`config.mk`:
```
export PLATFORM = sky130hd
export DESIGN_NAME = servo_pulse_io
export DESIGN_NICKNAME = d
export VERILOG_FILES = /design/src/shared/servo_io_pkg.sv /design/src/hw/servo_pulse_io.sv
export VERILOG_INCLUDE_DIRS = /design/src /design/src/shared
export SDC_FILE = /design/constraint.sdc
export NUM_CORES = 1
export LEC_CHECK = 0
export ABC_AREA = 1
export BUFFER_PORTS_ARGS = -buffer_cell sky130_fd_sc_hd__buf_2
export CAP_MARGIN = 10
export CORE_MARGIN = 1.5
export CORE_UTILIZATION = 35
export DETAILED_ROUTE_END_ITERATION = 10
export PLACE_DENSITY = 0.61
export SLEW_MARGIN = 25
export SYNTH_ARGS = -nofsm -noshare
export SYNTH_HDL_FRONTEND = slang
export SYNTH_SLANG_ARGS = --single-unit
```
`constraint.sdc`:
```
create_clock -name sys_clk -period 11.2 [get_ports sys_clk]
set_input_delay 1.12 -clock sys_clk [delete_from_list [all_inputs] [get_ports sys_clk]]
set_output_delay 1.12 -clock sys_clk [all_outputs]
set_load 0.05 [all_outputs]
```
`src/shared/servo_io_regs.svh`:
```
// Register offsets, fields, reset values and timing of the servo pulse IO
`ifndef SERVO_IO_REGS_SVH
`define SERVO_IO_REGS_SVH
`define OFS_SETTLE_RANGE 8'h00
`define OFS_FWD_CAP 8'h04
`define OFS_REV_CAP 8'h08
`define OFS_INPUT_FORM 8'h0c
`define OFS_ROT_SENSE 8'h10
`define OFS_ENC_COUNT 8'h14
`define OFS_ENC_MODE 8'h18
`define OFS_SETTLE_UNIT 8'h1c
`define OFS_CMD_PER_REV 8'h20
`define OFS_RESTART 8'h24
`define OFS_STATUS 8'h28
`define OFS_IRQ_STATUS 8'h2c
`define OFS_IRQ_MASK 8'h30
`define OFS_MON_SCALE 8'h34
`define RST_SETTLE_RANGE 16'h0064
`define RST_CAP 16'h03e8
`define RST_INPUT_FORM 16'h0000
`define RST_ROT_SENSE 1'b0
`define RST_ENC_COUNT 17'h00fa0
`define RST_ENC_MODE 16'h0000
`define ENC_COUNT_MIN 17'h00001
`define ENC_COUNT_MAX 17'h186a0
`define FORM_NEG_BIT 4
`define ENC_MODE_LSB 4
`define IRQ_SETTLE 0
`define IRQ_CLAMP 1
`define IRQ_OVERRUN 2
`define IRQ_W 3
`define CLK_KHZ 250000
`define ENC_MAX_KPPS 4600
`define ENC_GAP_CYC ((`CLK_KHZ + `ENC_MAX_KPPS - 1) / `ENC_MAX_KPPS)
`endif

```
`src/shared/servo_io_pkg.sv`:
```
// Types shared by the servo pulse IO logic
`default_nettype none
package servo_io_pkg;
	typedef enum logic [1:0] {
		FORM_TWO_TRAIN = 2'h0,
		FORM_PULSE_SIGN = 2'h1,
		FORM_QUAD = 2'h2,
		FORM_NONE = 2'h3
	} form_t;
	typedef enum logic [1:0] {
		OUT_COUNT = 2'h0,
		OUT_DIVIDE = 2'h1,
		OUT_CMD_UNIT = 2'h2,
		OUT_OFF = 2'h3
	} out_mode_t;
	typedef struct packed {
		form_t form;
		logic neg;
		logic sense;
		logic [16:0] enc_count;
		out_mode_t out_mode;
		logic [16:0] cmd_per_rev;
	} boot_cfg_t;
	typedef struct packed {
		logic step;
		logic ccw;
	} motion_t;
endpackage : servo_io_pkg
`default_nettype wire

```
`src/hw/servo_pulse_io.sv`:
```
// Command pulse decoder, settle flag, torque caps and encoder pulse output
// What this block does
// - Settled flag when error within range, default 100
// - Option selects range unit: encoder output pulses
// - Forward cap limits CCW drive, CW regeneration
// - Reverse cap limits CW drive, CCW regeneration
// - Cap of zero gives no torque
// - Monitor full scale equals smaller cap
// - Form digit: two trains, pulse-sign, quadrature
// - Second digit one inverts command input logic
// - Quadrature counts every edge, four per cycle
// - Boot settings apply only after restart
// - Direction setting one swaps rotation sense
// - Output count 1 to 100000, default 4000
// - A/B cycles are quarter of count
// - Encoder output edges limited to 4.6 Mpps
// - Mode 0: count edges per revolution
// - Mode 1: resolution divided by count
// - Mode 2: feedback in command pulse unit
//
// Design decisions made here: strobed register access and the placing of the registers.
`timescale 1ns/10ps
`default_nettype none
`include "servo_io_regs.svh"
module servo_pulse_io
	import servo_io_pkg::*;
#(
	parameter int unsigned ENC_RES = 262144,
	parameter int unsigned PEND_W = 8
) (
	// Clock and reset
	input wire logic sys_clk,
	input wire logic rst_n,
	// Register port
	input wire logic [7:0] reg_addr,
	input wire logic [31:0] reg_wdata,
	input wire logic reg_wr,
	input wire logic reg_rd,
	output logic [31:0] reg_rdata,
	// Command pulse pins
	input wire logic forward_pulse_line,
	input wire logic reverse_pulse_line,
	// Decoded command to the position loop
	output motion_t cmd_out,
	// Motor encoder feedback, one pulse per count
	input wire logic fb_step,
	input wire logic fb_ccw,
	// Position error, command and encoder output units
	input wire logic signed [31:0] pos_err_cmd,
	input wire logic signed [31:0] pos_err_enc,
	output logic position_settled_flag,
	// Torque, 0.1 percent units, positive is CCW
	input wire logic signed [15:0] torque_req,
	output logic signed [15:0] torque_out,
	output logic [15:0] monitor_full_scale,
	// Encoder pulse output
	output logic enc_out_a,
	output logic enc_out_b,
	// Interrupt
	output logic irq
);
	localparam logic [6:0] GAP = 7'(`ENC_GAP_CYC);

	// Parameter checks
	if (ENC_RES < 1 || ENC_RES > 32'h00ffffff)
		$error("ENC_RES out of range");
	if (PEND_W < 2 || PEND_W > 16)
		$error("PEND_W out of range");

	function automatic logic [31:0] abs32(input logic signed [31:0] v);
		abs32 = v[31] ? 32'(-v) : 32'(v);
	endfunction : abs32

	function automatic logic [1:0] quad_idx(input logic a, input logic b);
		quad_idx = {b, a ^ b};
	endfunction : quad_idx

	function automatic logic [16:0] clamp_count(input logic [31:0] v);
		if (v == 32'h0)
			clamp_count = `ENC_COUNT_MIN;
		else if (v > {15'h0, `ENC_COUNT_MAX})
			clamp_count = `ENC_COUNT_MAX;
		else
			clamp_count = v[16:0];
	endfunction : clamp_count

	function automatic logic [15:0] clamp_cap(input logic [31:0] v);
		clamp_cap = (v > {16'h0, `RST_CAP}) ? `RST_CAP : v[15:0];
	endfunction : clamp_cap

	logic [15:0] settle_range_reg;
	logic [15:0] fwd_cap_reg;
	logic [15:0] rev_cap_reg;
	logic [15:0] form_reg;
	logic sense_reg;
	logic [16:0] enc_count_reg;
	logic [15:0] enc_mode_reg;
	logic settle_unit_reg;
	logic [16:0] cmd_rev_reg;
	logic [`IRQ_W-1:0] irq_st_reg;
	logic [`IRQ_W-1:0] irq_mask_reg;
	boot_cfg_t pend_cfg;
	boot_cfg_t act_reg;
	logic restart;
	logic wr_hit;

	assign wr_hit = reg_wr;
	assign restart = reg_wr && reg_addr == `OFS_RESTART && reg_wdata[0];

	// Software writable settings
	always_ff @(posedge sys_clk or negedge rst_n) begin
		if (!rst_n) begin
			settle_range_reg <= `RST_SETTLE_RANGE;
			fwd_cap_reg <= `RST_CAP;
			rev_cap_reg <= `RST_CAP;
			form_reg <= `RST_INPUT_FORM;
			sense_reg <= `RST_ROT_SENSE;
			enc_count_reg <= `RST_ENC_COUNT;
			enc_mode_reg <= `RST_ENC_MODE;
			settle_unit_reg <= 1'b0;
			cmd_rev_reg <= `RST_ENC_COUNT;
			irq_mask_reg <= '0;
		end else if (wr_hit) begin
			case (reg_addr)
				`OFS_SETTLE_RANGE: settle_range_reg <= reg_wdata[15:0];
				`OFS_FWD_CAP: fwd_cap_reg <= clamp_cap(reg_wdata);
				`OFS_REV_CAP: rev_cap_reg <= clamp_cap(reg_wdata);
				`OFS_INPUT_FORM: form_reg <= reg_wdata[15:0];
				`OFS_ROT_SENSE: sense_reg <= reg_wdata[0];
				`OFS_ENC_COUNT: enc_count_reg <= clamp_count(reg_wdata);
				`OFS_ENC_MODE: enc_mode_reg <= reg_wdata[15:0];
				`OFS_SETTLE_UNIT: settle_unit_reg <= reg_wdata[0];
				`OFS_CMD_PER_REV: cmd_rev_reg <= clamp_count(reg_wdata);
				`OFS_IRQ_MASK: irq_mask_reg <= reg_wdata[`IRQ_W-1:0];
				default: ;
			endcase
		end
	end

	// Decode stored settings into the boot image
	always_comb begin
		pend_cfg.neg = form_reg[`FORM_NEG_BIT];
		case (form_reg[3:0])
			4'h0: pend_cfg.form = FORM_TWO_TRAIN;
			4'h1: pend_cfg.form = FORM_PULSE_SIGN;
			4'h2: pend_cfg.form = FORM_QUAD;
			default: pend_cfg.form = FORM_NONE;
		endcase
		pend_cfg.sense = sense_reg;
		pend_cfg.enc_count = enc_count_reg;
		case (enc_mode_reg[`ENC_MODE_LSB +: 4])
			4'h0: pend_cfg.out_mode = OUT_COUNT;
			4'h1: pend_cfg.out_mode = OUT_DIVIDE;
			4'h2: pend_cfg.out_mode = OUT_CMD_UNIT;
			default: pend_cfg.out_mode = OUT_OFF;
		endcase
		pend_cfg.cmd_per_rev = cmd_rev_reg;
	end

	// Boot settings take the stored values only on restart
	always_ff @(posedge sys_clk or negedge rst_n) begin
		if (!rst_n) begin
			act_reg <= '{FORM_TWO_TRAIN, 1'b0, `RST_ROT_SENSE,
				`RST_ENC_COUNT, OUT_COUNT, `RST_ENC_COUNT};
		end else if (restart) begin
			act_reg <= pend_cfg;
		end
	end

	// Command input polarity and edge history
	logic pp_lvl;
	logic np_lvl;
	logic pp_prev_reg;
	logic np_prev_reg;
	logic primed_reg;
	assign pp_lvl = forward_pulse_line ^ act_reg.neg;
	assign np_lvl = reverse_pulse_line ^ act_reg.neg;

	always_ff @(posedge sys_clk or negedge rst_n) begin
		if (!rst_n) begin
			pp_prev_reg <= 1'b0;
			np_prev_reg <= 1'b0;
			primed_reg <= 1'b0;
		end else begin
			pp_prev_reg <= pp_lvl;
			np_prev_reg <= np_lvl;
			primed_reg <= !restart;
		end
	end

	// Step and direction from the selected form
	logic step_c;
	logic fwd_c;
	logic [1:0] qd;
	always_comb begin
		step_c = 1'b0;
		fwd_c = 1'b1;
		qd = quad_idx(pp_lvl, np_lvl) - quad_idx(pp_prev_reg, np_prev_reg);
		case (act_reg.form)
			FORM_TWO_TRAIN: begin
				step_c = (pp_lvl && !pp_prev_reg) ^ (np_lvl && !np_prev_reg);
				fwd_c = pp_lvl && !pp_prev_reg;
			end
			FORM_PULSE_SIGN: begin
				step_c = pp_lvl && !pp_prev_reg;
				fwd_c = !np_lvl;
			end
			FORM_QUAD: begin
				step_c = qd == 2'h1 || qd == 2'h3;
				fwd_c = qd == 2'h1;
			end
			default: ;
		endcase
		if (!primed_reg)
			step_c = 1'b0;
	end

	// Registered command with rotation sense applied
	always_ff @(posedge sys_clk or negedge rst_n) begin
		if (!rst_n) begin
			cmd_out <= '0;
		end else begin
			cmd_out.step <= step_c;
			cmd_out.ccw <= fwd_c ^ act_reg.sense;
		end
	end

	// Settled flag from absolute error
	logic [31:0] err_abs;
	assign err_abs = abs32(settle_unit_reg ? pos_err_enc : pos_err_cmd);
	always_ff @(posedge sys_clk or negedge rst_n) begin
		if (!rst_n)
			position_settled_flag <= 1'b0;
		else
			position_settled_flag <= err_abs <= {16'h0, settle_range_reg};
	end

	// Torque caps per torque sign
	logic signed [16:0] rev_neg;
	logic over_fwd;
	logic over_rev;
	assign rev_neg = -$signed({1'b0, rev_cap_reg});
	assign over_fwd = $signed({torque_req[15], torque_req}) >
		$signed({1'b0, fwd_cap_reg});
	assign over_rev = $signed({torque_req[15], torque_req}) < rev_neg;
	always_ff @(posedge sys_clk or negedge rst_n) begin
		if (!rst_n) begin
			torque_out <= '0;
			monitor_full_scale <= `RST_CAP;
		end else begin
			if (over_fwd)
				torque_out <= $signed(fwd_cap_reg);
			else if (over_rev)
				torque_out <= rev_neg[15:0];
			else
				torque_out <= torque_req;
			monitor_full_scale <= (fwd_cap_reg < rev_cap_reg) ?
				fwd_cap_reg : rev_cap_reg;
		end
	end

	// Feedback to output edge conversion
	logic [31:0] acc_reg;
	logic [16:0] div_reg;
	logic [31:0] acc_sum;
	logic [16:0] dda_add;
	logic edge_req;
	assign dda_add = act_reg.out_mode == OUT_CMD_UNIT ?
		act_reg.cmd_per_rev : act_reg.enc_count;
	assign acc_sum = acc_reg + {15'h0, dda_add};
	always_comb begin
		case (act_reg.out_mode)
			OUT_COUNT, OUT_CMD_UNIT: edge_req = fb_step && acc_sum >= ENC_RES;
			OUT_DIVIDE: edge_req = fb_step &&
				div_reg + 17'h1 >= act_reg.enc_count;
			default: edge_req = 1'b0;
		endcase
	end

	always_ff @(posedge sys_clk or negedge rst_n) begin
		if (!rst_n) begin
			acc_reg <= '0;
			div_reg <= '0;
		end else if (restart) begin
			acc_reg <= '0;
			div_reg <= '0;
		end else if (fb_step) begin
			acc_reg <= edge_req ? acc_sum - ENC_RES : acc_sum;
			div_reg <= edge_req ? 17'h0 : div_reg + 17'h1;
		end
	end

	// Pending edges paced to the output rate limit
	logic signed [PEND_W-1:0] pend_reg;
	logic [6:0] gap_reg;
	logic [1:0] q_reg;
	logic emit;
	logic signed [PEND_W-1:0] pend_in;
	logic overrun;
	localparam logic signed [PEND_W-1:0] PMAX = {1'b0, {(PEND_W-1){1'b1}}};
	assign emit = pend_reg != '0 && gap_reg == '0;
	assign overrun = edge_req && (fb_ccw ? pend_reg == -PMAX : pend_reg == PMAX);
	always_comb begin
		pend_in = pend_reg;
		if (emit)
			pend_in = pend_reg[PEND_W-1] ? pend_reg + 1'b1 : pend_reg - 1'b1;
		if (edge_req && !overrun)
			pend_in = fb_ccw ? pend_in - 1'b1 : pend_in + 1'b1;
	end

	always_ff @(posedge sys_clk or negedge rst_n) begin
		if (!rst_n) begin
			pend_reg <= '0;
			gap_reg <= '0;
			q_reg <= '0;
		end else if (restart) begin
			// Pacing keeps counting so a restart cannot shorten an edge gap
			pend_reg <= '0;
			if (gap_reg != '0)
				gap_reg <= gap_reg - 7'h1;
		end else begin
			pend_reg <= pend_in;
			if (emit) begin
				gap_reg <= GAP - 7'h1;
				q_reg <= pend_reg[PEND_W-1] ? q_reg - 2'h1 : q_reg + 2'h1;
			end else if (gap_reg != '0) begin
				gap_reg <= gap_reg - 7'h1;
			end
		end
	end

	// Quadrature phases, four edges per A/B cycle
	always_ff @(posedge sys_clk or negedge rst_n) begin
		if (!rst_n) begin
			enc_out_a <= 1'b0;
			enc_out_b <= 1'b0;
		end else begin
			enc_out_a <= q_reg[1] ^ q_reg[0];
			enc_out_b <= q_reg[1];
		end
	end

	// Sticky events, a set wins over a clear
	logic settled_d_reg;
	logic [`IRQ_W-1:0] ev;
	logic [`IRQ_W-1:0] clr;
	always_ff @(posedge sys_clk or negedge rst_n) begin
		if (!rst_n)
			settled_d_reg <= 1'b0;
		else
			settled_d_reg <= position_settled_flag;
	end
	assign ev = {overrun, over_fwd || over_rev,
		position_settled_flag && !settled_d_reg};
	assign clr = (reg_wr && reg_addr == `OFS_IRQ_STATUS) ?
		reg_wdata[`IRQ_W-1:0] : '0;
	always_ff @(posedge sys_clk or negedge rst_n) begin
		if (!rst_n)
			irq_st_reg <= '0;
		else
			irq_st_reg <= (irq_st_reg & ~clr) | ev;
	end
	assign irq = |(irq_st_reg & irq_mask_reg);

	// Read port, data in the cycle after the strobe
	always_ff @(posedge sys_clk or negedge rst_n) begin
		if (!rst_n) begin
			reg_rdata <= '0;
		end else if (!reg_rd) begin
			reg_rdata <= '0;
		end else begin
			case (reg_addr)
				`OFS_SETTLE_RANGE: reg_rdata <= {16'h0, settle_range_reg};
				`OFS_FWD_CAP: reg_rdata <= {16'h0, fwd_cap_reg};
				`OFS_REV_CAP: reg_rdata <= {16'h0, rev_cap_reg};
				`OFS_INPUT_FORM: reg_rdata <= {16'h0, form_reg};
				`OFS_ROT_SENSE: reg_rdata <= {31'h0, sense_reg};
				`OFS_ENC_COUNT: reg_rdata <= {15'h0, enc_count_reg};
				`OFS_ENC_MODE: reg_rdata <= {16'h0, enc_mode_reg};
				`OFS_SETTLE_UNIT: reg_rdata <= {31'h0, settle_unit_reg};
				`OFS_CMD_PER_REV: reg_rdata <= {15'h0, cmd_rev_reg};
				`OFS_STATUS: reg_rdata <= {22'h0, act_reg.out_mode,
					act_reg.form, act_reg.neg, act_reg.sense,
					enc_out_b, enc_out_a, position_settled_flag,
					pend_reg != '0};
				`OFS_IRQ_STATUS: reg_rdata <= {29'h0, irq_st_reg};
				`OFS_IRQ_MASK: reg_rdata <= {29'h0, irq_mask_reg};
				`OFS_MON_SCALE: reg_rdata <= {16'h0, monitor_full_scale};
				default: reg_rdata <= '0;
			endcase
		end
	end

	// Checks on the block's own behaviour
	logic [6:0] since_chg;
	always_ff @(posedge sys_clk or negedge rst_n) begin
		if (!rst_n)
			since_chg <= 7'h7f;
		else if (enc_out_a != (q_reg[1] ^ q_reg[0]) || enc_out_b != q_reg[1])
			since_chg <= '0;
		else if (since_chg != 7'h7f)
			since_chg <= since_chg + 7'h1;
	end
endmodule : servo_pulse_io
`default_nettype wire

```
==> load_flow_metrics.sql <==
INSERT INTO impl_metrics (metric_group, metric, value, unit) VALUES
('timing', 'worst_slack', '6.38', 'ns'),
('logic_synthesis', 'ys_warn_count', '0', ''),
('placement', 'hpwl', '45800', 'um'),
('logic_synthesis', 'synth.lib_cells_used.distinct', '62', ''),
('logic_synthesis', 'synthCells', '2680', ''),
('drt', 'routed_wirelength', '59500', 'um'),
('flow_run', 'max_cap_violations', '0', ''),
('clocking', 'total_of_cells_resized_after_clock_tree_synthesis', '0', ''),
('die', 'boundary_pin_count', '198', ''),
('logic_synthesis', 'post_synth_instance_area', '19400', 'um2'),
('worst_setup_path', 'worstSetupPathType', 'flip-flop to flip-flop', ''),
('grt', 'globalRoute.totalOverflow', '0', ''),
('logic_synthesis', 'synthArstFlopShare', '100', '%'),
('cells_and_area', 'largest_register_ffs', '40', ''),
('placement', 'placement.io_buffers', '182', ''),
('power_and_ir_drop', 'max-vdd-ir-drop', '147', 'uV'),
('timing', 'grt_setup_unrepaired', 'no', ''),
('timing', 'max_freq', '0.207', 'GHz'),
('cells_and_area', 'areaGrowthSynthToFinish', '14.1', '%'),
('clocking', 'clock_slew_at_the_register_clock_pins_of_the_worst_setup_and_hold_paths', '0.06', 'ns'),
('logic_synthesis', 'yosysTopAreaCellShare', '31.1', '%'),
('drt', 'dr.pass1.iters', '5', ''),
('power_and_ir_drop', 'leakage', '10.9', 'nW'),
('die', 'fp.dieH', '238', 'um'),
('logic_synthesis', 'synth.area.top_cells', 'sky130_fd_sc_hd__dfrtp_1, sky130_fd_sc_hd__nand2_1, sky130_fd_sc_hd__ha_1, sky130_fd_sc_hd__inv_1, sky130_fd_sc_hd__dfstp_2', ''),
('logic_synthesis', 'synth_largest_area_cell', 'sky130_fd_sc_hd__dfrtp_1', ''),
('die', 'fp.dieArea', '56700', 'um2'),
('drt', 'drc', '0', ''),
('grt', 'grt_max_degree', '176', ''),
('die', 'floorplan.die.width', '238', 'um'),
('placement', 'place.gp.congestion', '0.929', ''),
('worst_setup_path', 'critPathSlowestCell', 'sky130_fd_sc_hd__nand2_1', ''),
('cells_and_area', 'mostFrequentLayoutCells', 'sky130_fd_sc_hd__nand2_1, sky130_fd_sc_hd__inv_1, sky130_fd_sc_hd__nor2_1', ''),
('power_and_ir_drop', 'power_density', '170', 'nW/um2'),
('timing', 'skew', '0.0318', 'ns'),
('worst_setup_path', 'end_kind', 'flip-flop', ''),
('timing', 'drv_slew', '0', ''),
('logic_synthesis', 'synth_ff_type', 'sky130_fd_sc_hd__dfrtp_1', ''),
('grt', 'grt_pass1_vias', '17200', ''),
('timing', 'tns', '0', 'ns'),
('clocking', 'tritoncts.num_buffers', '34', ''),
('power_and_ir_drop', 'design_power_total', '3.75', 'mW'),
('grt', 'grt_usage', '21.0', '%'),
('worst_setup_path', 'worst-endpoint-arrival', '5.27', 'ns'),
('logic_synthesis', 'synth_enable_flop_cells', '0', ''),
('grt', 'initial_antenna_violation_count', '4', ''),
('placement', 'dp_slack', '6.45', 'ns'),
('min_path', 'holdCritPathClass', 'flip-flop to flip-flop', ''),
('worst_setup_path', 'critical-path-max-stage-delay', '0.55', 'ns'),
('drt', 'post_drt_via_cell_ratio', '5.01', ''),
('drt', 'final_antenna_net_count', '0', ''),
('worst_setup_path', 'worstSetupStartpointType', 'flip-flop', ''),
('drt', 'vias', '17900', ''),
('clocking', 'cts_htree_levels', '2', ''),
('die', 'coreArea', '54900', 'um2'),
('timing', 'timing_worst_slew_pin_value', '0.998', 'ns'),
('placement', 'place_area', '21000', 'um2'),
('logic_synthesis', 'postSynthAreaPerCell', '7.22', 'um2'),
('clocking', 'cts_hold_buffers', '0', ''),
('clocking', 'cts_root_buffer', 'sky130_fd_sc_hd__clkbuf_16', ''),
('timing', 'max_slew_margin', '33.3', '%'),
('clocking', 'cts_num_sinks', '286', ''),
('clocking', 'buffers_inserted_by_post_cts_timing_repair', '0', ''),
('run_status', 'run_status', 'completed', ''),
('grt', 'global_route_wire_length_before_repair', '94100', 'um'),
('cells_and_area', 'final_cell_area', '22100', 'um2'),
('cells_and_area', 'mostFrequentLayoutCell', 'sky130_fd_sc_hd__nand2_1', ''),
('drt', 'detailedRoute.firstIterationViolations', '1174', ''),
('worst_setup_path', 'cpMostUsedCell', 'sky130_fd_sc_hd__nand2_1', ''),
('die', 'row_count', '86', ''),
('worst_setup_path', 'cp_data_required_time', '11.64', 'ns');
-- cell families (layout without fill, tap and decap cells) --
family | Yosys count | after routing | share of synthesized area [%]
and+or+nand+nor | 1256 | 1256 | 27.6
other | 1 | 17 | 0.0194
adders and majority gates | 122 | 122 | 8.00
DFF | 286 | 286 | 37.3
xor gates and xnor gates | 82 | 82 | 3.71
buffers and inverters | 457 | 633 | 9.40
AOI/OAI and AO/OA | 470 | 470 | 13.7
muxes | 6 | 6 | 0.317
-- stage by stage --
stage	hold slack, ns	util [%]	cells
2_1_floorplan	0.392	-	2694
3_3_place_gp	0.414	38.2	3510
3_5_place_dp	0.420	38.2	3511
4_1_cts	0.427	40.2	3573
5_1_grt	0.464	40.3	3574
6_report	0.429	40.3	3576
-- final cells by class --
type / instances / area [um2]
fill: 5841 / 32800
sequential: 286 / 7210
inverter: 372 / 1400
tap: 704 / 881
multi-input combinational: 1951 / 10400
clock inverter: 10 / 104
clock buffer: 52 / 978
timing repair buffer: 199 / 1080
antenna: 2 / 5.00
-- power by group --
| part | switching, mW | internal, mW | total, mW |
|---|---|---|---|
| Combinational | 0.879 | 0.452 | 1.33 |
| Sequential | 0.137 | 1.19 | 1.33 |
| Clock | 0.472 | 0.613 | 1.09 |
| Total | 1.49 | 2.26 | 3.75 |
-- layer usage --
metal	global-route usage (%)	vias to the layer above	share of wire, %
met1	27.9	8285	45
met2	34.4	511	46
li1	-	8997	-
met3	3.42	115	5.7
met4	7.84	2	3.5
met5	0	-	0.027
-- final timing paths --
| check | from | to | cells after the start |
|---|---|---|---|
| max | rev_cap_reg[0] | torque_out[15] | 25 |
| min | settled_d_reg | irq_st_reg[0] | 1 |
| max reg2reg | rev_cap_reg[0] | torque_out[15] | 25 |
| min reg2reg | settled_d_reg | irq_st_reg[0] | 1 |
| max in group asynchronous | rst_n | enc_count_reg[12] | 3 |
| min in group asynchronous | rst_n | act_reg[39] | 1 |
-- synthesized netlist by cell type, types with 4 or more instances --
master,count
sky130_fd_sc_hd__buf_6,5
sky130_fd_sc_hd__o21bai_1,4
sky130_fd_sc_hd__o21ai_1,11
sky130_fd_sc_hd__nor3_1,47
sky130_fd_sc_hd__o221ai_1,6
sky130_fd_sc_hd__a31oi_1,24
sky130_fd_sc_hd__o21ai_2,4
sky130_fd_sc_hd__dfrtp_1,241
sky130_fd_sc_hd__dfstp_2,45
sky130_fd_sc_hd__mux2i_1,5
sky130_fd_sc_hd__nand2_1,705
sky130_fd_sc_hd__nand3_1,103
sky130_fd_sc_hd__or2_2,21
sky130_fd_sc_hd__buf_4,16
sky130_fd_sc_hd__o211ai_1,7
sky130_fd_sc_hd__nand3_2,8
sky130_fd_sc_hd__a221oi_1,15
sky130_fd_sc_hd__ha_1,119
sky130_fd_sc_hd__a41oi_1,7
sky130_fd_sc_hd__clkbuf_1,58
sky130_fd_sc_hd__o22ai_1,23
sky130_fd_sc_hd__nand2_2,31
sky130_fd_sc_hd__nor2_1,256
sky130_fd_sc_hd__o21ai_0,223
sky130_fd_sc_hd__nor2_2,16
sky130_fd_sc_hd__nor4_1,20
sky130_fd_sc_hd__xnor2_1,31
sky130_fd_sc_hd__buf_2,4
sky130_fd_sc_hd__inv_1,366
sky130_fd_sc_hd__nand4_1,31
sky130_fd_sc_hd__xor2_1,51
sky130_fd_sc_hd__a21oi_1,123
sky130_fd_sc_hd__nor2_4,4
-- worst max-delay path: cells and delay by family (launching register included) --
kind | cells | cell delay [ns]
fa+ha+maj | 2 | 0.51
compound gates | 5 | 0.76
flops | 1 | 0.41
simple gates | 14 | 2.33
buf+inv | 4 | 0.68
No activity file was read; power rests on OpenSTA's default activity.
